[src/hw/sar_adc_pkg.sv]
/*
  Constants shared by the successive-approximation converter control block:
  register byte offsets, control/status field positions, reset values,
  conversion timing counts and bus response codes.
  Assumes a 32-bit AXI4-Lite register bus with word-aligned registers.
*/
package sar_adc_pkg;

  // ----------------------------------------------------------------------
  // Register map
  // ----------------------------------------------------------------------
  localparam logic [3:0] ADDR_CONTROL_STATUS = 4'h0;
  localparam logic [3:0] ADDR_RESULT         = 4'h4;

  // ----------------------------------------------------------------------
  // Control/status fields
  // ----------------------------------------------------------------------
  localparam int DONE_FLAG_BIT   = 7;
  localparam int RC_SELECT_BIT   = 6;
  localparam int POWER_ON_BIT    = 5;
  localparam int CHANNEL_LSB     = 0;
  localparam int CHANNEL_MSB     = 1;

  // ----------------------------------------------------------------------
  // Reset values
  // ----------------------------------------------------------------------
  localparam logic       RC_SELECT_RESET = 1'b0;
  localparam logic       POWER_ON_RESET  = 1'b0;
  localparam logic [1:0] CHANNEL_RESET   = 2'h0;
  localparam logic [7:0] RESULT_RESET    = 8'h00;

  // ----------------------------------------------------------------------
  // Conversion timing, widths and analog pin position
  // ----------------------------------------------------------------------
  localparam int         RESULT_WIDTH     = 8;
  localparam int         CONV_CYCLES      = 32;
  localparam logic [4:0] CONV_LAST_STEP   = 5'(CONV_CYCLES - 1);
  localparam logic [1:0] DECIDE_PHASE     = 2'h3;
  localparam logic [7:0] SAR_FIRST_TRIAL  = 8'h80;
  localparam int         PORT_C_WIDTH     = 8;
  localparam int         FIRST_ANALOG_PIN = 6;

  // ----------------------------------------------------------------------
  // Bus responses
  // ----------------------------------------------------------------------
  localparam logic [1:0] RESP_OKAY   = 2'h0;
  localparam logic [1:0] RESP_SLVERR = 2'h2;

  typedef enum logic [0:0] {
    CONV_IDLE,
    CONV_RUN
  } conv_state_t;

endpackage

[src/hw/sar_adc_control.sv]
/*
  Control logic of a four-channel 8-bit successive-approximation converter
  with an AXI4-Lite register slave, the trial code for the internal DAC,
  the channel multiplexer select and the port C digital read path.
  Register accesses start conversions and clear the done flag; stop, halt
  and power-off drop the sequence in progress; result and flag are
  written on aclk whichever conversion clock runs.
  Assumes the comparator output, the RC oscillator level and the mode
  inputs are synchronous to aclk, the comparator settles within one aclk
  cycle of a new trial code, the RC oscillator runs below half the aclk
  rate so that each of its rising edges is seen, and the bus master keeps
  at most one write and one read outstanding.
*/
// The placing of the registers and register access over AXI4-Lite were left to the implementer.
`timescale 1ns/1ps

module sar_adc_control
  import sar_adc_pkg::*;
#(
  parameter int ADDR_WIDTH = 4
) (
  input  wire logic                    aclk,
  input  wire logic                    aresetn,
  input  wire logic [ADDR_WIDTH-1:0]   s_axi_awaddr,
  input  wire logic [2:0]              s_axi_awprot,
  input  wire logic                    s_axi_awvalid,
  output logic                         s_axi_awready,
  input  wire logic [31:0]             s_axi_wdata,
  input  wire logic [3:0]              s_axi_wstrb,
  input  wire logic                    s_axi_wvalid,
  output logic                         s_axi_wready,
  output logic [1:0]                   s_axi_bresp,
  output logic                         s_axi_bvalid,
  input  wire logic                    s_axi_bready,
  input  wire logic [ADDR_WIDTH-1:0]   s_axi_araddr,
  input  wire logic [2:0]              s_axi_arprot,
  input  wire logic                    s_axi_arvalid,
  output logic                         s_axi_arready,
  output logic [31:0]                  s_axi_rdata,
  output logic [1:0]                   s_axi_rresp,
  output logic                         s_axi_rvalid,
  input  wire logic                    s_axi_rready,
  input  wire logic                    comparator_above,
  input  wire logic                    rc_oscillator,
  input  wire logic                    stop_mode,
  input  wire logic                    halt_mode,
  input  wire logic [PORT_C_WIDTH-1:0] port_c_pins,
  output logic [RESULT_WIDTH-1:0]      dac_code,
  output logic [1:0]                   analog_channel,
  output logic                         converter_enabled,
  output logic [PORT_C_WIDTH-1:0]      port_c_read
);

  // ----------------------------------------------------------------------
  // Functions
  // ----------------------------------------------------------------------

  // Word index of a byte address
  function automatic logic [ADDR_WIDTH-3:0] word_of(
    input logic [ADDR_WIDTH-1:0] addr
  );
    word_of = addr[ADDR_WIDTH-1:2];
  endfunction

  // One approximation step: keep or drop bit idx, try the next lower one
  // Bit 0 has no lower neighbour, so the last step only decides
  function automatic logic [7:0] sar_step(
    input logic [7:0] trial,
    input logic [2:0] idx,
    input logic       keep
  );
    logic [7:0] code;
    code = trial;
    code[idx] = keep;
    if (idx != 3'h0) begin
      code[idx - 3'h1] = 1'b1;
    end
    sar_step = code;
  endfunction

  // ----------------------------------------------------------------------
  // State
  // ----------------------------------------------------------------------
  // Register contents, held write request, sequencer
  logic                  rc_select;
  logic                  power_on;
  logic [1:0]            channel;
  logic                  done_flag;
  logic [7:0]            result;
  logic [ADDR_WIDTH-1:0] aw_addr;
  logic [31:0]           w_data;
  logic [3:0]            w_strb;
  logic                  rc_prev;
  logic [4:0]            step_count;
  conv_state_t           state;

  // ----------------------------------------------------------------------
  // Bus decode
  // ----------------------------------------------------------------------
  // Handshakes; a write fires once both halves are held, unanswered
  wire logic aw_take = s_axi_awvalid && s_axi_awready;
  wire logic w_take  = s_axi_wvalid && s_axi_wready;
  wire logic wr_fire = !s_axi_awready && !s_axi_wready && !s_axi_bvalid;
  wire logic rd_take = s_axi_arvalid && s_axi_arready;

  // Register decode of the held write and the offered read address
  wire logic wr_ctrl = word_of(aw_addr) == word_of(ADDR_CONTROL_STATUS);
  wire logic wr_res  = word_of(aw_addr) == word_of(ADDR_RESULT);
  wire logic rd_ctrl = word_of(s_axi_araddr) == word_of(ADDR_CONTROL_STATUS);
  wire logic rd_res  = word_of(s_axi_araddr) == word_of(ADDR_RESULT);

  // Any access to either register, read or write
  wire logic access = (wr_fire && (wr_ctrl || wr_res))
                   || (rd_take && (rd_ctrl || rd_res));

  // Status byte; bits 4-2 always zero
  wire logic [7:0] status_byte = {done_flag, rc_select, power_on,
                                  3'h0, channel};

  // Response codes: mapped registers okay, anything else slave error
  wire logic [1:0] write_resp = (wr_ctrl || wr_res) ? RESP_OKAY : RESP_SLVERR;
  wire logic [1:0] read_resp  = (rd_ctrl || rd_res) ? RESP_OKAY : RESP_SLVERR;

  // Read byte by address; unmapped reads give zero
  wire logic [7:0]  read_byte = rd_ctrl ? status_byte
                              : rd_res  ? result
                              : 8'h00;
  wire logic [31:0] read_word = {24'h000000, read_byte};

  // Control write that lands at this edge
  wire logic ctrl_write = wr_fire && wr_ctrl && w_strb[0];

  // ----------------------------------------------------------------------
  // Conversion timing decode
  // ----------------------------------------------------------------------

  // Conversion clock: RC oscillator edge or every bus clock
  wire logic rc_rise   = rc_oscillator && !rc_prev;
  wire logic conv_tick = rc_select ? rc_rise : 1'b1;

  // Power-on as it stands after this edge, so a powering-up write starts
  wire logic next_power_on = ctrl_write ? w_data[POWER_ON_BIT] : power_on;

  // Stop, halt or power-off kill any conversion; wait mode does not
  wire logic abort     = stop_mode || halt_mode
                      || !next_power_on;
  // Every fourth tick decides a bit; the 32nd tick completes
  wire logic converting = state == CONV_RUN;
  wire logic decide    = converting && conv_tick
                      && step_count[1:0] == DECIDE_PHASE;
  // Step 4k+3 decides bit 7-k
  wire logic [2:0] bit_idx = 3'h7 - step_count[4:2];
  wire logic finish    = decide && step_count == CONV_LAST_STEP;
  wire logic [7:0] next_trial = sar_step(dac_code, bit_idx,
                                         comparator_above);

  // ----------------------------------------------------------------------
  // Write channel
  // ----------------------------------------------------------------------

  // Address held from its take until the response is accepted
  always_ff @(posedge aclk) begin
    if (!aresetn) begin
      s_axi_awready <= 1'b1;
      aw_addr       <= '0;
    end else if (aw_take) begin
      s_axi_awready <= 1'b0;
      aw_addr       <= s_axi_awaddr;
    end else if (s_axi_bvalid && s_axi_bready) begin
      s_axi_awready <= 1'b1;
    end
  end

  // Data held the same way; either channel may come first
  always_ff @(posedge aclk) begin
    if (!aresetn) begin
      s_axi_wready <= 1'b1;
      w_data       <= 32'h0000_0000;
      w_strb       <= 4'h0;
    end else if (w_take) begin
      s_axi_wready <= 1'b0;
      w_data       <= s_axi_wdata;
      w_strb       <= s_axi_wstrb;
    end else if (s_axi_bvalid && s_axi_bready) begin
      s_axi_wready <= 1'b1;
    end
  end

  // Response two cycles after the later half is taken, held until bready
  always_ff @(posedge aclk) begin
    if (!aresetn) begin
      s_axi_bvalid <= 1'b0;
      s_axi_bresp  <= RESP_OKAY;
    end else if (wr_fire) begin
      s_axi_bvalid <= 1'b1;
      s_axi_bresp  <= write_resp;
    end else if (s_axi_bvalid && s_axi_bready) begin
      s_axi_bvalid <= 1'b0;
    end
  end

  // Control bits; result register ignores writes
  always_ff @(posedge aclk) begin
    if (!aresetn) begin
      rc_select <= RC_SELECT_RESET;
      power_on  <= POWER_ON_RESET;
      channel   <= CHANNEL_RESET;
    end else if (ctrl_write) begin
      rc_select <= w_data[RC_SELECT_BIT];
      power_on  <= w_data[POWER_ON_BIT];
      channel   <= w_data[CHANNEL_MSB:CHANNEL_LSB];
    end
  end

  // ----------------------------------------------------------------------
  // Read channel
  // ----------------------------------------------------------------------

  // Data shows the register before this access clears the flag
  always_ff @(posedge aclk) begin
    if (!aresetn) begin
      s_axi_arready <= 1'b1;
      s_axi_rvalid  <= 1'b0;
      s_axi_rdata   <= 32'h0000_0000;
      s_axi_rresp   <= RESP_OKAY;
    end else if (rd_take) begin
      s_axi_arready <= 1'b0;
      s_axi_rvalid  <= 1'b1;
      s_axi_rresp   <= read_resp;
      s_axi_rdata   <= read_word;
    end else if (s_axi_rvalid && s_axi_rready) begin
      s_axi_rvalid  <= 1'b0;
      s_axi_arready <= 1'b1;
    end
  end

  // ----------------------------------------------------------------------
  // Conversion sequencer
  // ----------------------------------------------------------------------

  // RC oscillator edge detector
  always_ff @(posedge aclk) begin
    if (!aresetn) begin
      rc_prev <= 1'b0;
    end else begin
      rc_prev <= rc_oscillator;
    end
  end

  // Start on access, step on each tick; abort beats a start
  always_ff @(posedge aclk) begin
    if (!aresetn) begin
      state      <= CONV_IDLE;
      step_count <= 5'h00;
    end else if (abort) begin
      state      <= CONV_IDLE;
      step_count <= 5'h00;
    end else if (access) begin
      state      <= CONV_RUN;
      step_count <= 5'h00;
    end else if (converting && conv_tick) begin
      step_count <= step_count + 5'h01;
      if (finish) begin
        state <= CONV_IDLE;
      end
    end
  end

  // Trial code: MSB first on a start, one bit per decide tick
  always_ff @(posedge aclk) begin
    if (!aresetn) begin
      dac_code <= 8'h00;
    end else if (access && !abort) begin
      dac_code <= SAR_FIRST_TRIAL;
    end else if (decide && !abort) begin
      dac_code <= next_trial;
    end
  end

  // Result written only by a completed conversion
  always_ff @(posedge aclk) begin
    if (!aresetn) begin
      result <= RESULT_RESET;
    end else if (finish && !abort) begin
      result <= next_trial;
    end
  end

  // Flag set on completion, cleared by access; completion wins a tie
  always_ff @(posedge aclk) begin
    if (!aresetn) begin
      done_flag <= 1'b0;
    end else if (finish && !abort) begin
      done_flag <= 1'b1;
    end else if (access) begin
      done_flag <= 1'b0;
    end
  end

  // ----------------------------------------------------------------------
  // Pin side
  // ----------------------------------------------------------------------

  // Selected analog pin reads zero, the rest pass through
  // Mask only while powered, so a powered-off converter leaves pins digital
  wire logic [2:0] analog_pin = 3'(FIRST_ANALOG_PIN) - {1'b0, channel};
  wire logic [PORT_C_WIDTH-1:0] analog_mask =
    power_on ? (PORT_C_WIDTH'(1) << analog_pin) : '0;

  // Registered pin read, channel and enable copies
  always_ff @(posedge aclk) begin
    if (!aresetn) begin
      port_c_read       <= '0;
      analog_channel    <= CHANNEL_RESET;
      converter_enabled <= 1'b0;
    end else begin
      port_c_read       <= port_c_pins & ~analog_mask;
      analog_channel    <= channel;
      converter_enabled <= power_on;
    end
  end

endmodule

[config.mk]
export PLATFORM = sky130hd
export DESIGN_NAME = sar_adc_control
export DESIGN_NICKNAME = d
export VERILOG_FILES = /design/src/hw/sar_adc_pkg.sv /design/src/hw/sar_adc_control.sv
export SDC_FILE = /design/constraint.sdc
export NUM_CORES = 1
export LEC_CHECK = 0
export ABC_CLOCK_PERIOD_IN_PS = 1820
export BUFFER_PORTS_ARGS = -buffer_cell sky130_fd_sc_hd__buf_4
export CORE_MARGIN = 10
export CORE_UTILIZATION = 42
export CTS_CLUSTER_DIAMETER = 200
export DETAILED_ROUTE_END_ITERATION = 16
export HOLD_SLACK_MARGIN = 0.15
export PLACE_DENSITY = 0.82
export SYNTH_ARGS = -nofsm -noshare
export SYNTH_HDL_FRONTEND = slang
export SYNTH_SLANG_ARGS = --single-unit
[constraint.sdc]
create_clock -name aclk -period 1.82 [get_ports aclk]
set_clock_uncertainty 0.1 [all_clocks]
set_input_delay 0 -clock aclk [delete_from_list [all_inputs] [get_ports aclk]]
set_output_delay 0 -clock aclk [all_outputs]
set_load 0.03 [all_outputs]
==> reports/results.txt, run 1 <==
wire length of the first global-routing pass -> 13600 um
initial core utilization -> 0.431
Total Die Area -> 10100 um2
DPL Wire Length -> 5100 um
minimum setup slack among reg-to-reg paths -> -0.04 ns
proportion of synthesized flip-flops having asynchronous set or reset -> 0
top flip-flop cell by instance count after synthesis -> sky130_fd_sc_hd__dfxtp_1
number of enable flip-flop cells after synthesis -> 0
Critical Path End Type -> flop
final hold slack -> 0.189 ns
result of the run -> finished with violations
instance count after placement with tap cells included -> 454
deepest clock path buffer count -> 2
reported max-cap violation count -> 0
cell types with the largest area share after synthesis -> sky130_fd_sc_hd__dfxtp_1, sky130_fd_sc_hd__buf_4, sky130_fd_sc_hd__nand2_1
fillcell total -> 460
ant diodes -> 0
final worst path period need -> 1.86 ns
vias after detailed routing -> 2690
required arrival time at the worst endpoint -> 1.95 ns
clock tree root driver cell -> sky130_fd_sc_hd__clkbuf_8
number of global-route vias before repair -> 2789
Post-Layout Cell Count -> 525
DRC violation count after routing -> 0
number of flip-flops and latches in the synthesized netlist -> 61
Final WS setup -> -0.0435 ns
combinational family with the most area after synthesis -> simple AND/OR/NAND/NOR gates
largest net degree at the start of global routing -> 23
CTS tree -> yes
crit share post-route -> 1.02
CP Buf/Inv Count -> 1
Hold Vio Cnt, Final -> 0
Simple-Gate Fraction of Synth Area -> 0.195
Synth Warn # -> 0
normalized max-slew margin -> 0.544
post-synthesis share of cell area spent on full adders, half adders and majority gates -> 0.0183
first-pass iteration count of the detailed router -> 5
Core Region -> 6350 um2
Synth top area share -> 0.447
delay contributed by the slowest stage of the critical path -> 0.50 ns
sort of element at the start of the critical path -> flop
Area growth syn-to-layout -> 53.0%
RSZ-0062 raised after global routing -> yes
final routed wirelength across all metal layers -> 8680 um
cell type group with the largest total delay on the critical path -> compound AO/OA/AOI/OAI gates
max-slew violation count -> 0
overall overflow remaining after global route -> 0
clock tree sinks -> 61
worst IR drop on VDD -> 636 uV
fraction of final layout cells with drive strength greater than 1 -> 0.297
Inserted Clock Buffers -> 9
Top-Level Pins -> 129
cell type with the highest aggregate area in the netlist -> sky130_fd_sc_hd__dfxtp_1
Leakage Power -> 1.84 nW
count of mapped cells out of synthesis -> 308
Syn Std Cell Area -> 2730 um2
Crit Path Class -> flop to flop
detailed-route vias per instance -> 5.12
number of H-tree levels -> 3
xor and xnor area share after synthesis -> 0.00961
All-Layer GR Usage -> 0.165
die boundary height -> 101 um
overall power consumption -> 0.00327 W
antenna violations before repair -> 0
Final #Nets -> 516
cell types with the highest counts after synthesis -> sky130_fd_sc_hd__dfxtp_1, sky130_fd_sc_hd__nand2_1, sky130_fd_sc_hd__buf_4
die outline width -> 101 um
path class of the lowest-slack min-delay path -> input port to flop
Seq/Total Area, Yosys -> 0.447
post-synthesis compound-gate area fraction -> 0.168
insertion delay to the later sink of the worst-skew pair -> 0.34 ns
Core Rows -> 29
Reg area -> 1230 um2
number of antenna-violating nets in the routed design -> 0
syn_area_per_cell -> 8.88 um2
portion of netlist area occupied by mux cells -> 0.0540
global placement routability congestion -> 0.890
Worst Path Max Fanout -> 7
power density over the cells -> 783 nW/um2
Slew @ Worst Pin -> 0.684 ns
cell-by-cell listing of the critical path -> nor4_4 -> a2111o_1 -> a22oi_2 -> nor2_1 -> buf_4 -> a22o_1
slowest cell on the critical path -> sky130_fd_sc_hd__a2111o_1
Final setup violation count -> 9
critical path arrival -> 1.99 ns
count of port buffers added during placement -> 61
routed length per instance -> 16.5 um
highest clock frequency the design can meet -> 0.537 GHz
multi-input combinational cell area -> 1400 um2
most frequent cell after synthesis -> sky130_fd_sc_hd__dfxtp_1
failing checks -> setup timing
clock edge transition at the registers on the reported setup and hold paths -> 0.07 ns
post-synthesis cell type count -> 44
1st-iter DRT viols -> 154
[where the power goes]
part,switching (W),internal (W)
Combinational,0.000240,0.000183
Clock,0.000519,0.000946
Sequential,0.0000193,0.00136
[registers in the layout, summed over array words and instances (netlist names), 2 cells and up]
name	count
analog_channel	2
aw_addr	2
channel	2
dac_code	8
port_c_read	8
result	8
s_axi_rdata	8
step_count	5
w_data	4
[worst paths after layout]
check	start	end	depth (start not counted)
max	s_axi_bvalid	dac_code[0]	6
min reg2reg	result[0]	result[0]	2
max reg2reg	s_axi_bvalid	dac_code[0]	6
min	stop_mode	dac_code[7]	6
[timing repair]
| item | in CTS | in global routing |
|---|---|---|
| buffers inserted | 6 | 0 |
| endpoints found under the hold margin | 49 | 0 |
| pin swaps | 4 | 5 |
| hold buffers | 48 | 0 |
| resized for setup | 11 | 16 |
| gates cloned | 1 | 0 |
| endpoints found under the setup margin | 16 | 27 |
[per-layer routing]
layer | part of all wire | up-vias | track usage
met5 | 0 | - | 0
met4 | 0.016 | 0 | 0.0652
met3 | 0.076 | 16 | 0.0542
met2 | 0.51 | 124 | 0.286
met1 | 0.40 | 1258 | 0.181
li1 | - | 1292 | -
[logic make-up (layout without fill, tap and decap cells)]
| family | count (synthesis) | count (layout) |
|---|---|---|
| buffers and inverters | 50 | 164 |
| muxes | 14 | 14 |
| DFF | 61 | 61 |
| AOI/OAI and AO/OA | 69 | 70 |
| and+or+nand+nor | 106 | 106 |
| xor gates and xnor gates | 3 | 3 |
| adders and majority gates | 4 | 4 |
| other | 1 | 26 |
[cell type report]
class / instances / share of cell area
inverters: 9 / 0.00808
well taps: 77 / 0.0230
clock inverters: 4 / 0.0227
multi-input cells: 223 / 0.336
clock buffers: 12 / 0.0347
repair buffers: 139 / 0.281
flip-flops and latches: 61 / 0.295
[metrics by stage]
step	utilization	instance area (um2)	worst slack [ns]	setup TNS, ns
2_1_floorplan	-	2840	-0.0459	-0.238
3_3_place_gp	0.522	3310	-0.0387	-0.147
3_5_place_dp	0.522	3310	-0.0931	-0.587
4_1_cts	0.650	4130	0.00339	0
5_1_grt	0.659	4180	-0.0809	-0.651
6_report	0.659	4180	-0.0435	-0.156
[cells in the final DEF (no fill, tap or decap), drive strengths merged, types with 8 or more instances in the layout]
master / instances
buf: 91
conb: 26
inv: 9
a22oi: 9
clkbuf: 12
and2: 12
dlygate4sd3: 47
mux2i: 8
nand3: 11
nand2: 38
o21ai: 14
dfxtp: 61
nor2: 22
a21oi: 24
[worst register-to-register path, cell delays in order, from the launching register on]
cell,delay (ns)
sky130_fd_sc_hd__dfxtp_4,0.36
sky130_fd_sc_hd__nor4_4,0.05
sky130_fd_sc_hd__a2111o_1,0.50
sky130_fd_sc_hd__a22oi_2,0.27
sky130_fd_sc_hd__nor2_1,0.06
sky130_fd_sc_hd__buf_4,0.17
sky130_fd_sc_hd__a22o_1,0.24
(Power assumes the default switching activity.)
==> run 2: changes to the inputs <==
CORE_MARGIN = 2   (was 10)
HOLD_SLACK_MARGIN = 0.06   (was 0.15)
==> reports/results.txt, run 2 (synthesized netlist as in run 1, its figures left out) <==
failing checks -> setup timing
number of global-route vias before repair -> 2493 (-11%)
Hold Vio Cnt, Final -> 0 (unchanged)
post-route cell area -> 4040 um2 (-3.5%)
Post-Layout Cell Count -> 521 (-0.76%)
max-slew violation count -> 0 (unchanged)
result of the run -> finished with violations
Final #Nets -> 512 (-0.78%)
All-Layer GR Usage -> 0.202 (+0.0366)
number of antenna-violating nets in the routed design -> 0 (unchanged)
Critical Path End Type -> flop
CTS tree -> yes
DPL Wire Length -> 4480 um (-12%)
cell type group with the largest total delay on the critical path -> simple AND/OR/NAND/NOR gates
slowest cell on the critical path -> sky130_fd_sc_hd__dfxtp_4
Final setup violation count -> 5 (-4)
Crit Path Class -> flop to flop
delay contributed by the slowest stage of the critical path -> 0.36 ns (-0.14 ns)
GRT Max-Usage Layer -> met2
critical path arrival -> 1.99 ns (about the same)
Leakage Power -> 1.77 nW (-3.6%)
number of H-tree levels -> 3 (unchanged)
Total Die Area -> 7170 um2 (-29%)
routed length per instance -> 14.0 um (-16%)
clock tree sinks -> 61 (unchanged)
first-pass iteration count of the detailed router -> 4 (-1)
routing usage on met3 -> 0.0610 (+0.00678)
Inserted Clock Buffers -> 9 (unchanged)
Core Region -> 6310 um2 (-0.57%)
vias after detailed routing -> 2612 (-2.9%)
fillcell total -> 498 (+8.3%)
clock edge transition at the registers on the reported setup and hold paths -> 0.07 ns (about the same)
global placement routability congestion -> 0.809 (-9.1%)
clock tree root driver cell -> sky130_fd_sc_hd__clkbuf_8
instance count after placement with tap cells included -> 459 (+1.1%)
sort of element at the start of the critical path -> flop
die boundary height -> 84.7 um (-16%)
required arrival time at the worst endpoint -> 1.94 ns (about the same)
commonest cells after routing, fill and taps aside -> sky130_fd_sc_hd__buf_4, sky130_fd_sc_hd__dfxtp_1, sky130_fd_sc_hd__dlygate4sd3_1
Core Rows -> 29 (unchanged)
ant diodes -> 0 (unchanged)
initial core utilization -> 0.433 (+0.00247)
highest clock frequency the design can meet -> 0.535 GHz (-0.32%)
1st-iter DRT viols -> 175 (+14%)
commonest non-fill, non-tap cell in the layout -> sky130_fd_sc_hd__buf_4
power density over the cells -> 707 nW/um2 (-9.6%)
GR Util met1 -> 0.247 (+0.0663)
final worst path period need -> 1.87 ns (+0.00606 ns)
overall overflow remaining after global route -> 0 (unchanged)
count of port buffers added during placement -> 61 (unchanged)
crit share post-route -> 1.03 (+0.00333)
detailed-route vias per instance -> 5.01 (-2.2%)
final core utilization -> 0.639 (-0.0192)
DRC violation count after routing -> 0 (unchanged)
cell-by-cell listing of the critical path -> nor4_4 -> nand4_2 -> buf_4 -> a211o_4 -> nand3_1 -> o21ai_0
Final WS setup -> -0.0496 ns (-0.00606 ns)
Top-Level Pins -> 129 (unchanged)
RSZ-0062 raised after global routing -> yes
antenna violations before repair -> 0 (unchanged)
reported max-cap violation count -> 0 (unchanged)
instance area at placement -> 3350 um2 (+1.1%)
fraction of final layout cells with drive strength greater than 1 -> 0.297 (+0.000422)
largest net degree at the start of global routing -> 33 (+43%)
worst IR drop on VDD -> 491 uV (-23%)
insertion delay to the later sink of the worst-skew pair -> 0.34 ns (about the same)
final routed wirelength across all metal layers -> 7280 um (-16%)
Area growth syn-to-layout -> 47.6%
die outline width -> 84.7 um (-16%)
path class of the lowest-slack min-delay path -> input port to flop
met2 usage -> 0.336 (+0.0499)
wire length of the first global-routing pass -> 11500 um (-15%)
Worst Path Max Fanout -> 7 (unchanged)
deepest clock path buffer count -> 2 (unchanged)
CP Buf/Inv Count -> 1 (unchanged)
pre-CTS worst setup slack -> -0.131 ns (-0.0380 ns)
## run 2: metrics by stage
step	power [W]	setup TNS (ns)	hold slack, ns
3_3_place_gp	0.00172	-0.359	0.107
3_5_place_dp	0.00173	-1.18	0.108
2_1_floorplan	0.00165	-0.238	0.0217
5_1_grt	0.00297	-1.08	0.0785
6_report	0.00285	-0.142	0.0819
4_1_cts	0.00286	-0.141	0.0689
## run 2: worst paths after layout
kind / slack [ns] / from / cells after the start / end
max: -0.05 / s_axi_awready / 6 / result[0]
min: 0.08 / s_axi_wvalid / 4 / s_axi_wready
max reg2reg: -0.05 / s_axi_awready / 6 / result[0]
min reg2reg: 0.38 / result[2] / 2 / result[2]
## run 2: routing by layer
metal  up-vias  share of wire  routed length, um
met4         0         0.0098                 71
met2       102           0.50               3630
li1       1282              -                  -
met3         8          0.056                407
met1      1220           0.43               3160
met5         -              0                  0
## run 2: what timing repair did
item                                    4_1_cts  5_1_grt
hold buffers                                 42        0
buffers inserted                              1        2
pin swaps                                     1        8
resized for setup                             7       12
hold endpoints to repair                     38        0
endpoints found under the setup margin       13       23
cloned                                        0        1
## run 2: area by class of cell
cell class	instances	area (um2)	share of cell area
Multi-Input combinational cell	223	1380	0.341
Sequential cell	61	1230	0.306
Timing Repair Buffer	135	1120	0.278
Clock buffer	9	124	0.0307
Tap cell	77	96.3	0.0239
Clock inverter	7	51.3	0.0127
Inverter	9	33.8	0.00837
## run 2: power breakdown
part / total (W) / internal (W) / switching [W]
clock: 0.00107 / 0.000497 / 0.000569
sequential: 0.00138 / 0.00136 / 0.0000186
combinational: 0.000407 / 0.000174 / 0.000232
total: 0.00285 / 0.00204 / 0.000819
## run 2: worst register-to-register path, cell delays in order (launching register included)
cell	delay [ns]
sky130_fd_sc_hd__dfxtp_4	0.36
sky130_fd_sc_hd__nor4_4	0.37
sky130_fd_sc_hd__nand4_2	0.21
sky130_fd_sc_hd__buf_4	0.19
sky130_fd_sc_hd__a211o_4	0.35
sky130_fd_sc_hd__nand3_1	0.10
sky130_fd_sc_hd__o21ai_0	0.09
==> run 3: changes to the inputs <==
CORE_MARGIN = 10   (was 2)
==> reports/results.txt, run 3 (synthesized netlist as in run 1, its figures left out) <==
Core Rows -> 29 (unchanged)
1st-iter DRT viols -> 110 (-37%)
normalized max-slew margin -> 0.602
ant diodes -> 0 (unchanged)
die outline width -> 101 um (+19%)
Total Die Area -> 10100 um2 (+41%)
reported max-cap violation count -> 0 (unchanged)
path class of the lowest-slack min-delay path -> input port to flop
net load switching power -> 0.000773 W (-5.6%)
max-slew violation count -> 0 (unchanged)
Inserted Clock Buffers -> 9 (unchanged)
number of global-route vias before repair -> 2782 (+12%)
routed length per instance -> 16.2 um (+16%)
Slew @ Worst Pin -> 0.595 ns
failing checks -> setup timing
final routed wirelength across all metal layers -> 8400 um (+16%)
number of antenna-violating nets in the routed design -> 0 (unchanged)
worst IR drop on VDD -> 667 uV (+36%)
Final setup violation count -> 8 (+3)
Clock Power Share -> 0.450 (+0.077)
largest net degree at the start of global routing -> 23 (-30%)
DRC violation count after routing -> 0 (unchanged)
critical path arrival -> 1.98 ns (about the same)
commonest cells after routing, fill and taps aside -> sky130_fd_sc_hd__buf_4, sky130_fd_sc_hd__dfxtp_1, sky130_fd_sc_hd__dlygate4sd3_1
DPL Wire Length -> 5100 um (+14%)
CTS tree -> yes
instance count after placement with tap cells included -> 454 (-1.1%)
power density over the cells -> 791 nW/um2 (+12%)
clock edge transition at the registers on the reported setup and hold paths -> 0.07 ns (about the same)
final worst path period need -> 1.85 ns (-0.0166 ns)
overall overflow remaining after global route -> 0 (unchanged)
Worst Path Max Fanout -> 7 (unchanged)
crit share post-route -> 1.02 (-0.00912)
internal power consumption -> 0.00249 W (+22%)
antenna violations before repair -> 0 (unchanged)
insertion delay to the later sink of the worst-skew pair -> 0.33 ns (about the same)
result of the run -> finished with violations
commonest non-fill, non-tap cell in the layout -> sky130_fd_sc_hd__buf_4
highest clock frequency the design can meet -> 0.540 GHz (+0.90%)
Critical Path End Type -> flop
number of H-tree levels -> 3 (unchanged)
count of port buffers added during placement -> 61 (unchanged)
Post-Layout Cell Count -> 520 (-0.19%)
Top-Level Pins -> 129 (unchanged)
post-route setup TNS -> -0.186 ns (-0.0441 ns)
pre-CTS worst setup slack -> -0.0931 ns (+0.0380 ns)
fraction of power spent switching nets -> 0.237 (-0.0498)
Final #Nets -> 511 (-0.20%)
global placement routability congestion -> 0.890 (+10%)
detailed-route vias per instance -> 5.10 (+1.7%)
Area growth syn-to-layout -> 50.7%
fillcell total -> 472 (-5.2%)
All-Layer GR Usage -> 0.163 (-0.0392)
fraction of final layout cells with drive strength greater than 1 -> 0.296 (-0.00159)
vias after detailed routing -> 2652 (+1.5%)
first-pass iteration count of the detailed router -> 5 (+1)
Final WS setup -> -0.0330 ns (+0.0166 ns)
Core Region -> 6350 um2 (+0.57%)
Logic pwr share -> 0.126 (-0.016)
Leakage Power -> 1.81 nW (+2.0%)
clock tree root driver cell -> sky130_fd_sc_hd__clkbuf_8
deepest clock path buffer count -> 2 (unchanged)
clock tree sinks -> 61 (unchanged)
wire length of the first global-routing pass -> 13400 um (+17%)
required arrival time at the worst endpoint -> 1.95 ns (about the same)
Crit Path Class -> flop to flop
portion of total power attributed to sequential cells -> 0.424 (-0.060)
sort of element at the start of the critical path -> flop
initial core utilization -> 0.431 (-0.00247)
die boundary height -> 101 um (+19%)
RSZ-0062 raised after global routing -> yes
Hold Vio Cnt, Final -> 0 (unchanged)
## run 3: changes by cell type in the layout (fill, tap and decap cells not counted), moves of 2 or more
cell	previous run	this run
sky130_fd_sc_hd__buf_4	92	89
sky130_fd_sc_hd__bufinv_16	0	3
sky130_fd_sc_hd__clkbuf_1	0	2
sky130_fd_sc_hd__clkinv_4	2	0
sky130_fd_sc_hd__clkinvlp_4	2	0
sky130_fd_sc_hd__o21ai_0	11	9
sky130_fd_sc_hd__o21ai_1	2	4
## run 3: what timing repair did
action                     4_1_cts  5_1_grt
hold endpoints to repair        38        0
gates resized for setup         11       13
hold buffers                    43        0
cloned                           1        0
pin swaps                        4        5
setup buffers                    6        0
setup endpoints to repair       16       25
## run 3: worst max-delay path, cell delays in order, from the launching register on
cell,delay [ns]
sky130_fd_sc_hd__dfxtp_4,0.36
sky130_fd_sc_hd__nor4_4,0.05
sky130_fd_sc_hd__a2111o_1,0.50
sky130_fd_sc_hd__a22oi_2,0.26
sky130_fd_sc_hd__nor2_1,0.06
sky130_fd_sc_hd__buf_4,0.17
sky130_fd_sc_hd__a22o_1,0.23
## run 3: cell type report
cell class                 count  area [um2]  share of cell area
clock inverter                 4        95.1              0.0231
multi-input combinational    223        1400               0.339
timing repair buffer         134        1120               0.272
clock buffer                  12         145              0.0352
sequential                    61        1230               0.299
inverter                       9        33.8             0.00820
tap                           77        96.3              0.0234
## run 3: through the flow
step                cell area [um2]  utilization  hold WS, ns  power, W
floorplan                      2840            -       0.0217   0.00165
global placement               3310        0.522        0.106   0.00172
detailed placement             3310        0.522        0.104   0.00173
CTS                            4080        0.642       0.0727   0.00325
global route                   4120        0.649       0.0885   0.00336
finish                         4120        0.649       0.0795   0.00326
## run 3: final timing paths
path / end / cells after the start / slack (ns) / start
max: dac_code[0] / 6 / -0.03 / s_axi_bvalid
min: dac_code[1] / 3 / 0.08 / aresetn
max reg2reg: dac_code[0] / 6 / -0.03 / s_axi_bvalid
min reg2reg: result[2] / 2 / 0.37 / result[2]
## run 3: power groups by stage
stage	Combinational (W)	Clock, W	Sequential, W
4_1_cts	0.000397	0.00147	0.00138
3_3_place_gp	0.000313	0	0.00141
5_1_grt	0.000440	0.00154	0.00138
3_5_place_dp	0.000316	0	0.00141
2_1_floorplan	0.000195	0	0.00145
6_report	0.000409	0.00147	0.00138
## run 3: metal layers
layer	vias to the layer above	wire [um]	track usage
li1	1278	-	-
met1	1242	3400	0.173
met2	113	4170	0.283
met3	19	624	0.0583
met4	0	206	0.0674
met5	-	0	0
